`config.mk`:
```
export PLATFORM = sky130hd
export DESIGN_NAME = hsf_regs
export DESIGN_NICKNAME = d
export VERILOG_FILES = /design/src/hw/hsf_pkg.sv /design/src/hw/hsf_regs.sv
export SDC_FILE = /design/constraint.sdc
export NUM_CORES = 1
export LEC_CHECK = 0
export BUFFER_PORTS_ARGS = -buffer_cell sky130_fd_sc_hd__buf_2
export CAP_MARGIN = 10
export CORE_UTILIZATION = 55
export DETAILED_ROUTE_END_ITERATION = 8
export HOLD_SLACK_MARGIN = 0.05
export PLACE_DENSITY_LB_ADDON = 0.08
export SYNTH_ARGS = -nofsm -noshare
export SYNTH_HDL_FRONTEND = slang
export SYNTH_SLANG_ARGS = --single-unit
```
`constraint.sdc`:
```
create_clock -name i_clk -period 3.23 [get_ports i_clk]
set_input_delay 0.1615 -clock i_clk [delete_from_list [all_inputs] [get_ports i_clk]]
set_output_delay 0.1615 -clock i_clk [all_outputs]
set_load 0.03 [all_outputs]
```
`src/hw/hsf_pkg.sv`:
```
// Constants for the hardware monitor special function register bank
package hsf_pkg;

  localparam logic [7:0] HSF_TEST_VALUE_OFS  = 8'h4C;
  localparam logic [7:0] HSF_SPECIAL_CFG_OFS = 8'h4F;
  localparam logic [7:0] HSF_TEST_MODE_OFS   = 8'h4A;
  localparam logic [7:0] HSF_TEST_VALUE_RST  = 8'h00;
  localparam logic [7:0] HSF_SPECIAL_CFG_RST = 8'h00;
  localparam logic [7:0] HSF_TEST_MODE_RST   = 8'h00;
  localparam logic [7:0] HSF_UNMAPPED_RD     = 8'h00;
  localparam logic [7:0] HSF_RDATA_RST       = 8'h00;

  localparam int HSF_LOWPWR_BIT   = 0;
  localparam int HSF_MONMODE_BIT  = 1;
  localparam int HSF_ALARM_EN_BIT = 2;
  localparam int HSF_VOLT_EN_BIT  = 3;
  localparam int HSF_OFS_INT_BIT  = 4;
  localparam int HSF_FASTAVG_BIT  = 5;
  localparam int HSF_CFG_MSB      = 5;
  localparam int HSF_DTEST_BIT    = 1;

  localparam logic [7:0] HSF_AVG_REMOTE_SLOW = 8'h80;
  localparam logic [7:0] HSF_AVG_OTHER_SLOW  = 8'h08;
  localparam logic [7:0] HSF_AVG_REMOTE_FAST = 8'h10;
  localparam logic [7:0] HSF_AVG_OTHER_FAST  = 8'h01;

endpackage : hsf_pkg

```
`src/hw/hsf_regs.sv`:
```
// Special function and test digital value registers of the hardware monitor
// ------------------------------------------------------------
// ------------------------------------------------------------
`timescale 1ns/1ps

module hsf_regs
  import hsf_pkg::*;
(
  input  wire logic       i_clk,                // 50 MHz system clock
  input  wire logic       i_rst,                // Async reset, monitor supply POR
  input  wire logic       i_init,               // Initialization request, sync
  input  wire logic [7:0] i_addr,               // Register offset
  input  wire logic       i_wr,                 // Write strobe
  input  wire logic [7:0] i_wdata,              // Write data
  input  wire logic       i_rd,                 // Read strobe
  input  wire logic       i_round_start,        // Measurement round boundary pulse
  input  wire logic       i_temp_limit_hit,     // Temperature at/over limit
  input  wire logic       i_volt_limit_hit,     // Voltage at/over limit
  input  wire logic       i_alt_function_sel,   // Voltage-id bit 7 alternate select
  output logic [7:0]      o_rdata,              // Read data, registered
  output logic            o_shutdown_sel,       // 1 shutdown, 0 sleep
  output logic            o_cycle_monitor,      // 1 cycle, 0 continuous
  output logic            o_alarm_pin_en,       // Pin carries thermal alarm
  output logic            o_alt_function_sel,   // Alternate function select to pin mux
  output logic            o_thermal_alarm_n,    // Thermal alarm, active low
  output logic            o_offset_internal,    // Offset applies to internal channel
  output logic [7:0]      o_avg_remote,         // Remote diode sample count
  output logic [7:0]      o_avg_other,          // Voltage/internal sample count
  output logic            o_digital_test,       // Digital test mode active
  output logic [7:0]      o_test_value          // Value used in digital test mode
);

  // ------------------------------------------------------------
  // Register storage
  // ------------------------------------------------------------
  logic [HSF_CFG_MSB:0] cfg_reg;
  logic [HSF_CFG_MSB:0] cfg_next;
  logic [7:0]           test_value_reg;
  logic [7:0]           test_value_next;
  logic [7:0]           test_mode_reg;
  logic [7:0]           test_mode_next;
  logic                 cycle_mon_reg;
  logic                 cycle_mon_next;
  logic                 fast_avg_reg;
  logic                 fast_avg_next;

  // ------------------------------------------------------------
  // Address decode
  // ------------------------------------------------------------
  wire sel_cfg   = (i_addr == HSF_SPECIAL_CFG_OFS);
  wire sel_tval  = (i_addr == HSF_TEST_VALUE_OFS);
  wire sel_tmode = (i_addr == HSF_TEST_MODE_OFS);
  // Unmapped offsets match none of these, so writes there are dropped
  wire wr_cfg    = i_wr && sel_cfg;
  wire wr_tval   = i_wr && sel_tval;
  wire wr_tmode  = i_wr && sel_tmode;

  // ------------------------------------------------------------
  // Next register values
  // ------------------------------------------------------------
  // Initialization outranks a write landing in the same cycle
  assign cfg_next        = i_init ? HSF_SPECIAL_CFG_RST[HSF_CFG_MSB:0] :
                           wr_cfg ? i_wdata[HSF_CFG_MSB:0] : cfg_reg;
  assign test_value_next = i_init ? HSF_TEST_VALUE_RST :
                           wr_tval ? i_wdata : test_value_reg;
  assign test_mode_next  = i_init ? HSF_TEST_MODE_RST :
                           wr_tmode ? i_wdata : test_mode_reg;

  // ------------------------------------------------------------
  // Mode bits latched at round boundaries
  // ------------------------------------------------------------
  // A conversion in flight keeps its settings; new ones wait for the round edge
  assign cycle_mon_next = i_init        ? HSF_SPECIAL_CFG_RST[HSF_MONMODE_BIT] :
                          i_round_start ? cfg_reg[HSF_MONMODE_BIT] : cycle_mon_reg;
  assign fast_avg_next  = i_init        ? HSF_SPECIAL_CFG_RST[HSF_FASTAVG_BIT] :
                          i_round_start ? cfg_reg[HSF_FASTAVG_BIT] : fast_avg_reg;

  // ------------------------------------------------------------
  // Register flops
  // ------------------------------------------------------------
  always_ff @(posedge i_clk or posedge i_rst)
  begin
    if (i_rst)
    begin
      cfg_reg <= HSF_SPECIAL_CFG_RST[HSF_CFG_MSB:0];
    end
    else
    begin
      cfg_reg <= cfg_next;
    end
  end

  always_ff @(posedge i_clk or posedge i_rst)
  begin
    if (i_rst)
    begin
      test_value_reg <= HSF_TEST_VALUE_RST;
    end
    else
    begin
      test_value_reg <= test_value_next;
    end
  end

  always_ff @(posedge i_clk or posedge i_rst)
  begin
    if (i_rst)
    begin
      test_mode_reg <= HSF_TEST_MODE_RST;
    end
    else
    begin
      test_mode_reg <= test_mode_next;
    end
  end

  always_ff @(posedge i_clk or posedge i_rst)
  begin
    if (i_rst)
    begin
      cycle_mon_reg <= HSF_SPECIAL_CFG_RST[HSF_MONMODE_BIT];
    end
    else
    begin
      cycle_mon_reg <= cycle_mon_next;
    end
  end

  always_ff @(posedge i_clk or posedge i_rst)
  begin
    if (i_rst)
    begin
      fast_avg_reg <= HSF_SPECIAL_CFG_RST[HSF_FASTAVG_BIT];
    end
    else
    begin
      fast_avg_reg <= fast_avg_next;
    end
  end

  // ------------------------------------------------------------
  // Read path
  // ------------------------------------------------------------
  // Bits 7:6 are not stored, so they read back as zero
  wire [7:0] cfg_read   = {2'b00, cfg_reg};
  wire [7:0] rd_mux     = sel_cfg   ? cfg_read :
                          sel_tval  ? test_value_reg :
                          sel_tmode ? test_mode_reg :
                          HSF_UNMAPPED_RD;
  // Read data holds between reads, so a slow host may fetch it late
  wire [7:0] rdata_next = i_rd ? rd_mux : o_rdata;

  // ------------------------------------------------------------
  // Thermal alarm
  // ------------------------------------------------------------
  wire volt_cause           = cfg_reg[HSF_VOLT_EN_BIT] && i_volt_limit_hit;
  wire alarm_cause          = i_temp_limit_hit || volt_cause;
  // Alarm only driven when the pin is in alarm mode
  wire thermal_alarm_n_next = ~(cfg_reg[HSF_ALARM_EN_BIT] && alarm_cause);

  // ------------------------------------------------------------
  // Averaging counts
  // ------------------------------------------------------------
  wire [7:0] avg_remote_next = fast_avg_reg ? HSF_AVG_REMOTE_FAST : HSF_AVG_REMOTE_SLOW;
  wire [7:0] avg_other_next  = fast_avg_reg ? HSF_AVG_OTHER_FAST : HSF_AVG_OTHER_SLOW;

  // ------------------------------------------------------------
  // Registered outputs
  // ------------------------------------------------------------
  // Each output has its own flop so the pins never see decode glitches
  always_ff @(posedge i_clk or posedge i_rst)
  begin
    if (i_rst)
    begin
      o_rdata <= HSF_RDATA_RST;
    end
    else
    begin
      o_rdata <= rdata_next;
    end
  end

  always_ff @(posedge i_clk or posedge i_rst)
  begin
    if (i_rst)
    begin
      o_shutdown_sel <= HSF_SPECIAL_CFG_RST[HSF_LOWPWR_BIT];
    end
    else
    begin
      o_shutdown_sel <= cfg_reg[HSF_LOWPWR_BIT];
    end
  end

  always_ff @(posedge i_clk or posedge i_rst)
  begin
    if (i_rst)
    begin
      o_cycle_monitor <= HSF_SPECIAL_CFG_RST[HSF_MONMODE_BIT];
    end
    else
    begin
      o_cycle_monitor <= cycle_mon_reg;
    end
  end

  always_ff @(posedge i_clk or posedge i_rst)
  begin
    if (i_rst)
    begin
      o_alarm_pin_en <= HSF_SPECIAL_CFG_RST[HSF_ALARM_EN_BIT];
    end
    else
    begin
      o_alarm_pin_en <= cfg_reg[HSF_ALARM_EN_BIT];
    end
  end

  always_ff @(posedge i_clk or posedge i_rst)
  begin
    if (i_rst)
    begin
      o_alt_function_sel <= 1'b0;
    end
    else
    begin
      o_alt_function_sel <= i_alt_function_sel;
    end
  end

  always_ff @(posedge i_clk or posedge i_rst)
  begin
    if (i_rst)
    begin
      o_thermal_alarm_n <= 1'b1;
    end
    else
    begin
      o_thermal_alarm_n <= thermal_alarm_n_next;
    end
  end

  always_ff @(posedge i_clk or posedge i_rst)
  begin
    if (i_rst)
    begin
      o_offset_internal <= HSF_SPECIAL_CFG_RST[HSF_OFS_INT_BIT];
    end
    else
    begin
      o_offset_internal <= cfg_reg[HSF_OFS_INT_BIT];
    end
  end

  always_ff @(posedge i_clk or posedge i_rst)
  begin
    if (i_rst)
    begin
      o_avg_remote <= HSF_AVG_REMOTE_SLOW;
    end
    else
    begin
      o_avg_remote <= avg_remote_next;
    end
  end

  always_ff @(posedge i_clk or posedge i_rst)
  begin
    if (i_rst)
    begin
      o_avg_other <= HSF_AVG_OTHER_SLOW;
    end
    else
    begin
      o_avg_other <= avg_other_next;
    end
  end

  always_ff @(posedge i_clk or posedge i_rst)
  begin
    if (i_rst)
    begin
      o_digital_test <= HSF_TEST_MODE_RST[HSF_DTEST_BIT];
    end
    else
    begin
      o_digital_test <= test_mode_reg[HSF_DTEST_BIT];
    end
  end

  always_ff @(posedge i_clk or posedge i_rst)
  begin
    if (i_rst)
    begin
      o_test_value <= HSF_TEST_VALUE_RST;
    end
    else
    begin
      o_test_value <= test_value_reg;
    end
  end

endmodule : hsf_regs

```
==> results of run 1 <==
final cells by class:
class,instances,area (µm²)
clock inverter,2,38.79
inverter,8,30.03
fill,297,1214
multi-input combinational,112,834.6
sequential,49,1229
clock buffer,6,72.57
timing repair buffer,52,265.3
tap,48,60.06
final timing paths:
path	start	end	slack [ns]
max reg2reg	cfg_reg[0]	o_rdata[0]	2.16
min reg2reg	cycle_mon_reg	o_cycle_monitor	0.38
min	i_rst	cfg_reg[2]	0.08
max in group asynchronous	i_rst	o_test_value[4]	2.54
max	i_addr[5]	test_mode_reg[2]	1.99
min in group i_clk	i_temp_limit_hit	o_thermal_alarm_n	0.08
stage by stage:
step / util / hold WS, ns
floorplan: - / 0.1929
global placement: 0.6434 / 0.2714
detailed placement: 0.6434 / 0.2720
CTS: 0.6758 / 0.08801
global route: 0.6758 / 0.08336
finish: 0.6758 / 0.08115
routing by layer:
layer	vias to the layer above	GRT usage	share of wire
met1	710	0.3083	0.46
met3	5	0.05729	0.046
met2	44	0.3273	0.48
met4	0	0.08424	0.014
met5	-	0	0
li1	693	-	-
cell usage after synthesis, drive strengths merged (3+ instances only):
library cell,number
dfrtp,47
buf,15
clkbuf,7
and4,8
nand2b,30
a221oi,4
o22ai,6
inv,8
nand3,3
nor2b,9
mux2i,24
report_power, final:
group / total, mW / switching [mW] / internal (mW)
Clock: 0.430 / 0.198 / 0.232
Combinational: 0.0831 / 0.0596 / 0.0235
Sequential: 0.615 / 0.000421 / 0.614
kinds of logic after synthesis:
kind of cell	Yosys count	synth area share
AO/OA/AOI/OAI	17	0.06043
flip-flops	49	0.5599
multiplexers	24	0.1095
other	1	0.001709
AND/OR/NAND/NOR	59	0.1899
buffers and inverters	30	0.07868
==> flow_metrics.py, run 1 <==
metrics = {
    "place": {
        "place_ws_ns": 1.669,
        "post-place-cells": 268,
        "gp_congestion": 0.8176,
        "portBuffers": 51,
        "place_hpwl_um": 2878,
        "placed_area_um2": 2409,
    },
    "routing": {
        "dr_total_vias": 1452,
        "drc": 0,
        "wire_per_inst_um": 15.19,
        "drt_iter0_markers": 57,
        "drt_pass1_iterations": 4,
        "ant_nets": 0,
        "drt_wl_total_um": 4209,
        "via_per_inst": 5.242,
    },
    "timing": {
        "fin_worst_skew_ns": 0.008519,
        "setup_ws_ns": 1.993,
        "fin_setup_tns_ns": 0,
        "slew_headroom": 0.3449,
        "fin_crit_sh": 0.3828,
        "max_freq_mhz": 808.7,
        "hold_viol_final": 0,
        "drv_slew": 0,
        "min_period_ns": 1.237,
        "rsz0062_at_grt": "no",
        "setup_viol": 0,
        "worst-slew-pin-transition_ns": 0.9813,
    },
    "logic_synthesis": {
        "ys_seq_area_frac": 0.5599,
        "synth_edf_count": 0,
        "avgSynthCellArea_um2": 12.19,
        "yosysTopAreaCell": "dfrtp_1",
        "netlist.area_leader.share": 0.5359,
        "yosys-top-cells-area": "dfrtp_1 54%, mux2i_1 11%, nand2b_1 8.6%",
        "ys_types": 26,
        "yosysWarnings": 0,
        "ys_ff_latch": 49,
        "synthArstFlopShare": 1.000,
        "synthCells": 180,
        "ys.flop_type": "dfrtp_1",
        "syn_area_um2": 2195,
    },
    "layout": {
        "diodes": 0,
        "final_common_cell": "buf_2",
        "postLayoutCellArea_um2": 2530,
        "drive_above_1_share": 0.2795,
        "syn_to_final_growth_pct": 15.28,
        "nNetsFinal": 253,
        "layout_common_cells": "51 x buf_2, 47 x dfrtp_1, 30 x nand2b_1, 24 x mux2i_1, 12 x conb_1",
        "stdcell_count": 277,
    },
    "clocking": {
        "cts_tree": "built",
        "cts_resized": 0,
        "clock_sinks": 49,
        "clk_latency_ns": 0.30,
        "clockBufferDepth": 2,
        "numCtsBuffers": 5,
        "ctsHtreeMaxLevel": 2,
        "cts-root-buf": "clkbuf_8",
        "cts_setup_buffers": 0,
        "path_clk_slew_ns": 0.09,
        "cts_hold_buf": 1,
    },
    "setup_path": {
        "crit_slowest_cell": "and4_1",
        "crit_path_max_fanout": 7,
        "crit_buf_inv": 1,
        "cp_top_family": "simple AND/OR/NAND/NOR gates",
        "cp.required_ns": 3.46,
        "crit_chain": "buf_2 > nor4b_4 > and4_1 > mux2i_1",
        "rr_worst_depth": 3,
        "worst_setup_path_start_kind": "input port",
        "cp-end-kind": "register",
        "path_depth": 4,
        "max_stage_delay_ns": 0.50,
        "crit_type": "input port to register",
        "worstPathArrival_ns": 1.46,
    },
    "grt": {
        "antenna_found_initial": 0,
        "grt_pass1_vias": 1392,
        "grt_max_degree": 50,
        "grt_pass1_wl_um": 6844,
        "grt_usage": 0.2197,
        "grt_overflow_total": 0,
    },
    "pwr": {
        "ir_worst_vdd_mv": 0.3000,
        "p_leak_nw": 1.358,
        "p_total_mw": 1.128,
        "p_per_area_nw_per_um2": 445.9,
    },
    "die": {
        "num_io_pins": 64,
        "die_w_um": 65.17,
        "row_count": 22,
        "start_util": 0.5862,
        "design.core.area_um2": 3744,
        "fp.dieH_um": 65.17,
        "die_area_um2": 4246,
    },
    "flow_run": {
        "drv_cap": 0,
    },
    "run_status": {
        "status": "finished, final reports clean",
    },
    "worst_hold_path": {
        "holdCritPathClass": "input port to asynchronous set/reset pin",
    },
}
No activity file was read; power rests on OpenSTA's default activity.
==> inputs of run 2 (changes only) <==
Settings changed: ABC_AREA from default to 1, CORE_UTILIZATION 55 to 51.
Clock period 3.23 ns to 1.2 ns, I/O delays scaled along.
==> run 2 against run 1 <==
  * Non-clock buffer count up 8
  * Final cell count up 38%
  * Count of clock-buffer cells in the layout unchanged
  * First-iteration DRC count up 58%
  * Wire length up 14%
  * Worst setup slack worse by 1.9 ns
  * Hold slack worse by 0.022 ns
  * Die area up 12%
  * Design area up 6.7%
  * Synthesized cell count up 51%
  * Largest cell class unchanged
==> flow_metrics.py, run 2 <==
metrics = {
    "logic_synthesis": {
        "ys_seq_area_frac": 0.5390,
        "synthMostInstantiatedCell": "nand2_1",
        "avgSynthCellArea_um2": 8.412,
        "syn_area_um2": 2280,
        "synthArstFlopShare": 1.000,
        "synthCells": 271,
        "yosysTopAreaCell": "dfrtp_1",
        "yosys-top-cells-area": "dfrtp_1 52%, nand2_1 15%, nand3_1 6.4%",
        "ys.flop_type": "dfrtp_1",
        "synth_common_cells": "91 x nand2_1, 47 x dfrtp_1, 30 x inv_1",
        "ys_ff_latch": 49,
        "yosysWarnings": 0,
        "ys_types": 24,
        "netlist.area_leader.share": 0.5159,
        "synth_edf_count": 0,
    },
    "grt": {
        "grt_pass1_vias": 1644,
        "grt_max_degree": 50,
        "grt_overflow_total": 0,
        "grt_usage": 0.2237,
        "grt_pass1_wl_um": 7541,
        "antenna_found_initial": 0,
    },
    "timing": {
        "hold_ws_ns": 0.05866,
        "fin_worst_skew_ns": 0.004637,
        "drv_slew": 0,
        "rsz0062_at_grt": "no",
        "min_period_ns": 1.068,
        "hold_viol_final": 0,
        "max_freq_mhz": 936.6,
        "fin_crit_sh": 0.8898,
        "fin_setup_tns_ns": 0,
        "setup_viol": 0,
    },
    "die": {
        "fp.dieH_um": 68.86,
        "die_area_um2": 4741,
        "num_io_pins": 64,
        "row_count": 23,
        "die_w_um": 68.86,
        "design.core.area_um2": 4144,
        "start_util": 0.5501,
    },
    "layout": {
        "layout_common_cells": "91 x nand2_1, 51 x buf_2, 47 x dfrtp_1, 29 x inv_1, 29 x nand3_1",
        "final_common_cell": "nand2_1",
        "postLayoutCellArea_um2": 2699,
        "diodes": 0,
        "fill_cells": 366,
        "syn_to_final_growth_pct": 18.39,
        "drive_above_1_share": 0.2583,
        "nNetsFinal": 357,
    },
    "clocking": {
        "clk_latency_ns": 0.30,
        "numCtsBuffers": 5,
        "cts_tree": "built",
        "clock_sinks": 49,
        "cts-root-buf": "clkbuf_8",
        "path_clk_slew_ns": 0.08,
        "ctsHtreeMaxLevel": 2,
        "cts_resized": 0,
        "clockBufferDepth": 2,
    },
    "setup_path": {
        "crit_slowest_cell": "dfstp_2",
        "crit_type": "register to primary output",
        "worstPathArrival_ns": 1.01,
        "worst_setup_path_start_kind": "register",
        "cp.required_ns": 1.14,
        "max_stage_delay_ns": 0.53,
        "cp_top_family": "flip-flops",
        "crit_buf_inv": 1,
        "crit_chain": "buf_2",
        "crit_path_max_fanout": 2,
        "cp-end-kind": "primary output",
    },
    "run_status": {
        "status": "finished, final reports clean",
    },
    "place": {
        "portBuffers": 51,
        "place_hpwl_um": 3525,
        "gp_congestion": 0.8541,
        "placed_area_um2": 2566,
    },
    "routing": {
        "via_per_inst": 4.731,
        "drt_wl_total_um": 4798,
        "drt_iter0_markers": 90,
        "drt_pass1_iterations": 6,
        "wire_per_inst_um": 12.53,
        "drc": 0,
        "dr_total_vias": 1812,
        "ant_nets": 0,
    },
    "flow_run": {
        "drv_cap": 0,
    },
    "pwr": {
        "p_per_area_nw_per_um2": 1058,
        "p_total_mw": 2.856,
        "ir_worst_vdd_mv": 0.6327,
        "p_leak_nw": 1.617,
    },
    "worst_hold_path": {
        "holdCritPathClass": "input port to register",
    },
}
-- run 2: logic make-up after synthesis --
group	count (synthesis)	synth area share
and+or+nand+nor	152	0.3112
buffers and inverters	55	0.1175
DFF	49	0.5390
AOI/OAI and AO/OA	14	0.03073
other	1	0.001645
-- run 2: through the flow --
stage          worst slack, ns  std cells  utilization
2_1_floorplan           0.3169        282            -
3_3_place_gp            0.1256        370       0.6193
3_5_place_dp           0.07822        370       0.6193
4_1_cts                 0.1142        383       0.6513
5_1_grt                0.09763        383       0.6513
6_report                0.1323        383       0.6513
-- run 2: final cells by class --
type                    count  area, µm²  share of cell area
clock inverters             2      10.01            0.003709
well taps                  50      62.56             0.02318
inverters                  38      152.6             0.05656
repair buffers             60      347.8              0.1289
flip-flops and latches     49       1229              0.4553
clock buffers               6      72.57             0.02689
multi-input cells         178      824.5              0.3055
-- run 2: power by group --
| group | switching (mW) | leakage (nW) | internal, mW |
|---|---|---|---|
| Clock | 0.521 | 0.0450 | 0.405 |
| Sequential | 0.00162 | 0.676 | 1.65 |
| Combinational | 0.198 | 0.897 | 0.0773 |
| Total | 0.720 | 1.62 | 2.14 |
-- run 2: worst paths after layout --
| kind | end | cells past startpoint | from | slack (ns) |
|---|---|---|---|---|
| max in group asynchronous | o_avg_remote[7] | 4 | i_rst | 0.57 |
| max reg2reg | o_rdata[3] | 5 | cfg_reg[3] | 0.27 |
| min | o_rdata[0] | 3 | i_rd | 0.06 |
| max | o_avg_other[3] | 1 | o_avg_remote[7] | 0.13 |
| min in group asynchronous | o_offset_internal | 4 | i_rst | 0.35 |
| min reg2reg | o_cycle_monitor | 0 | cycle_mon_reg | 0.38 |
-- run 2: timing repair --
action                                  4_1_cts  5_1_grt
hold buffers                                  5        0
setup buffers                                 0        0
endpoints found under the setup margin        0        0
endpoints found under the hold margin        51        0
-- run 2: layer usage --
metal / global-route usage / vias to the layer above / wire [µm]
met5: 0 / - / 0
met4: 0.08163 / 0 / 48
met3: 0.04605 / 5 / 241
met2: 0.3532 / 58 / 2227
met1: 0.3033 / 823 / 2279
li1: - / 926 / -
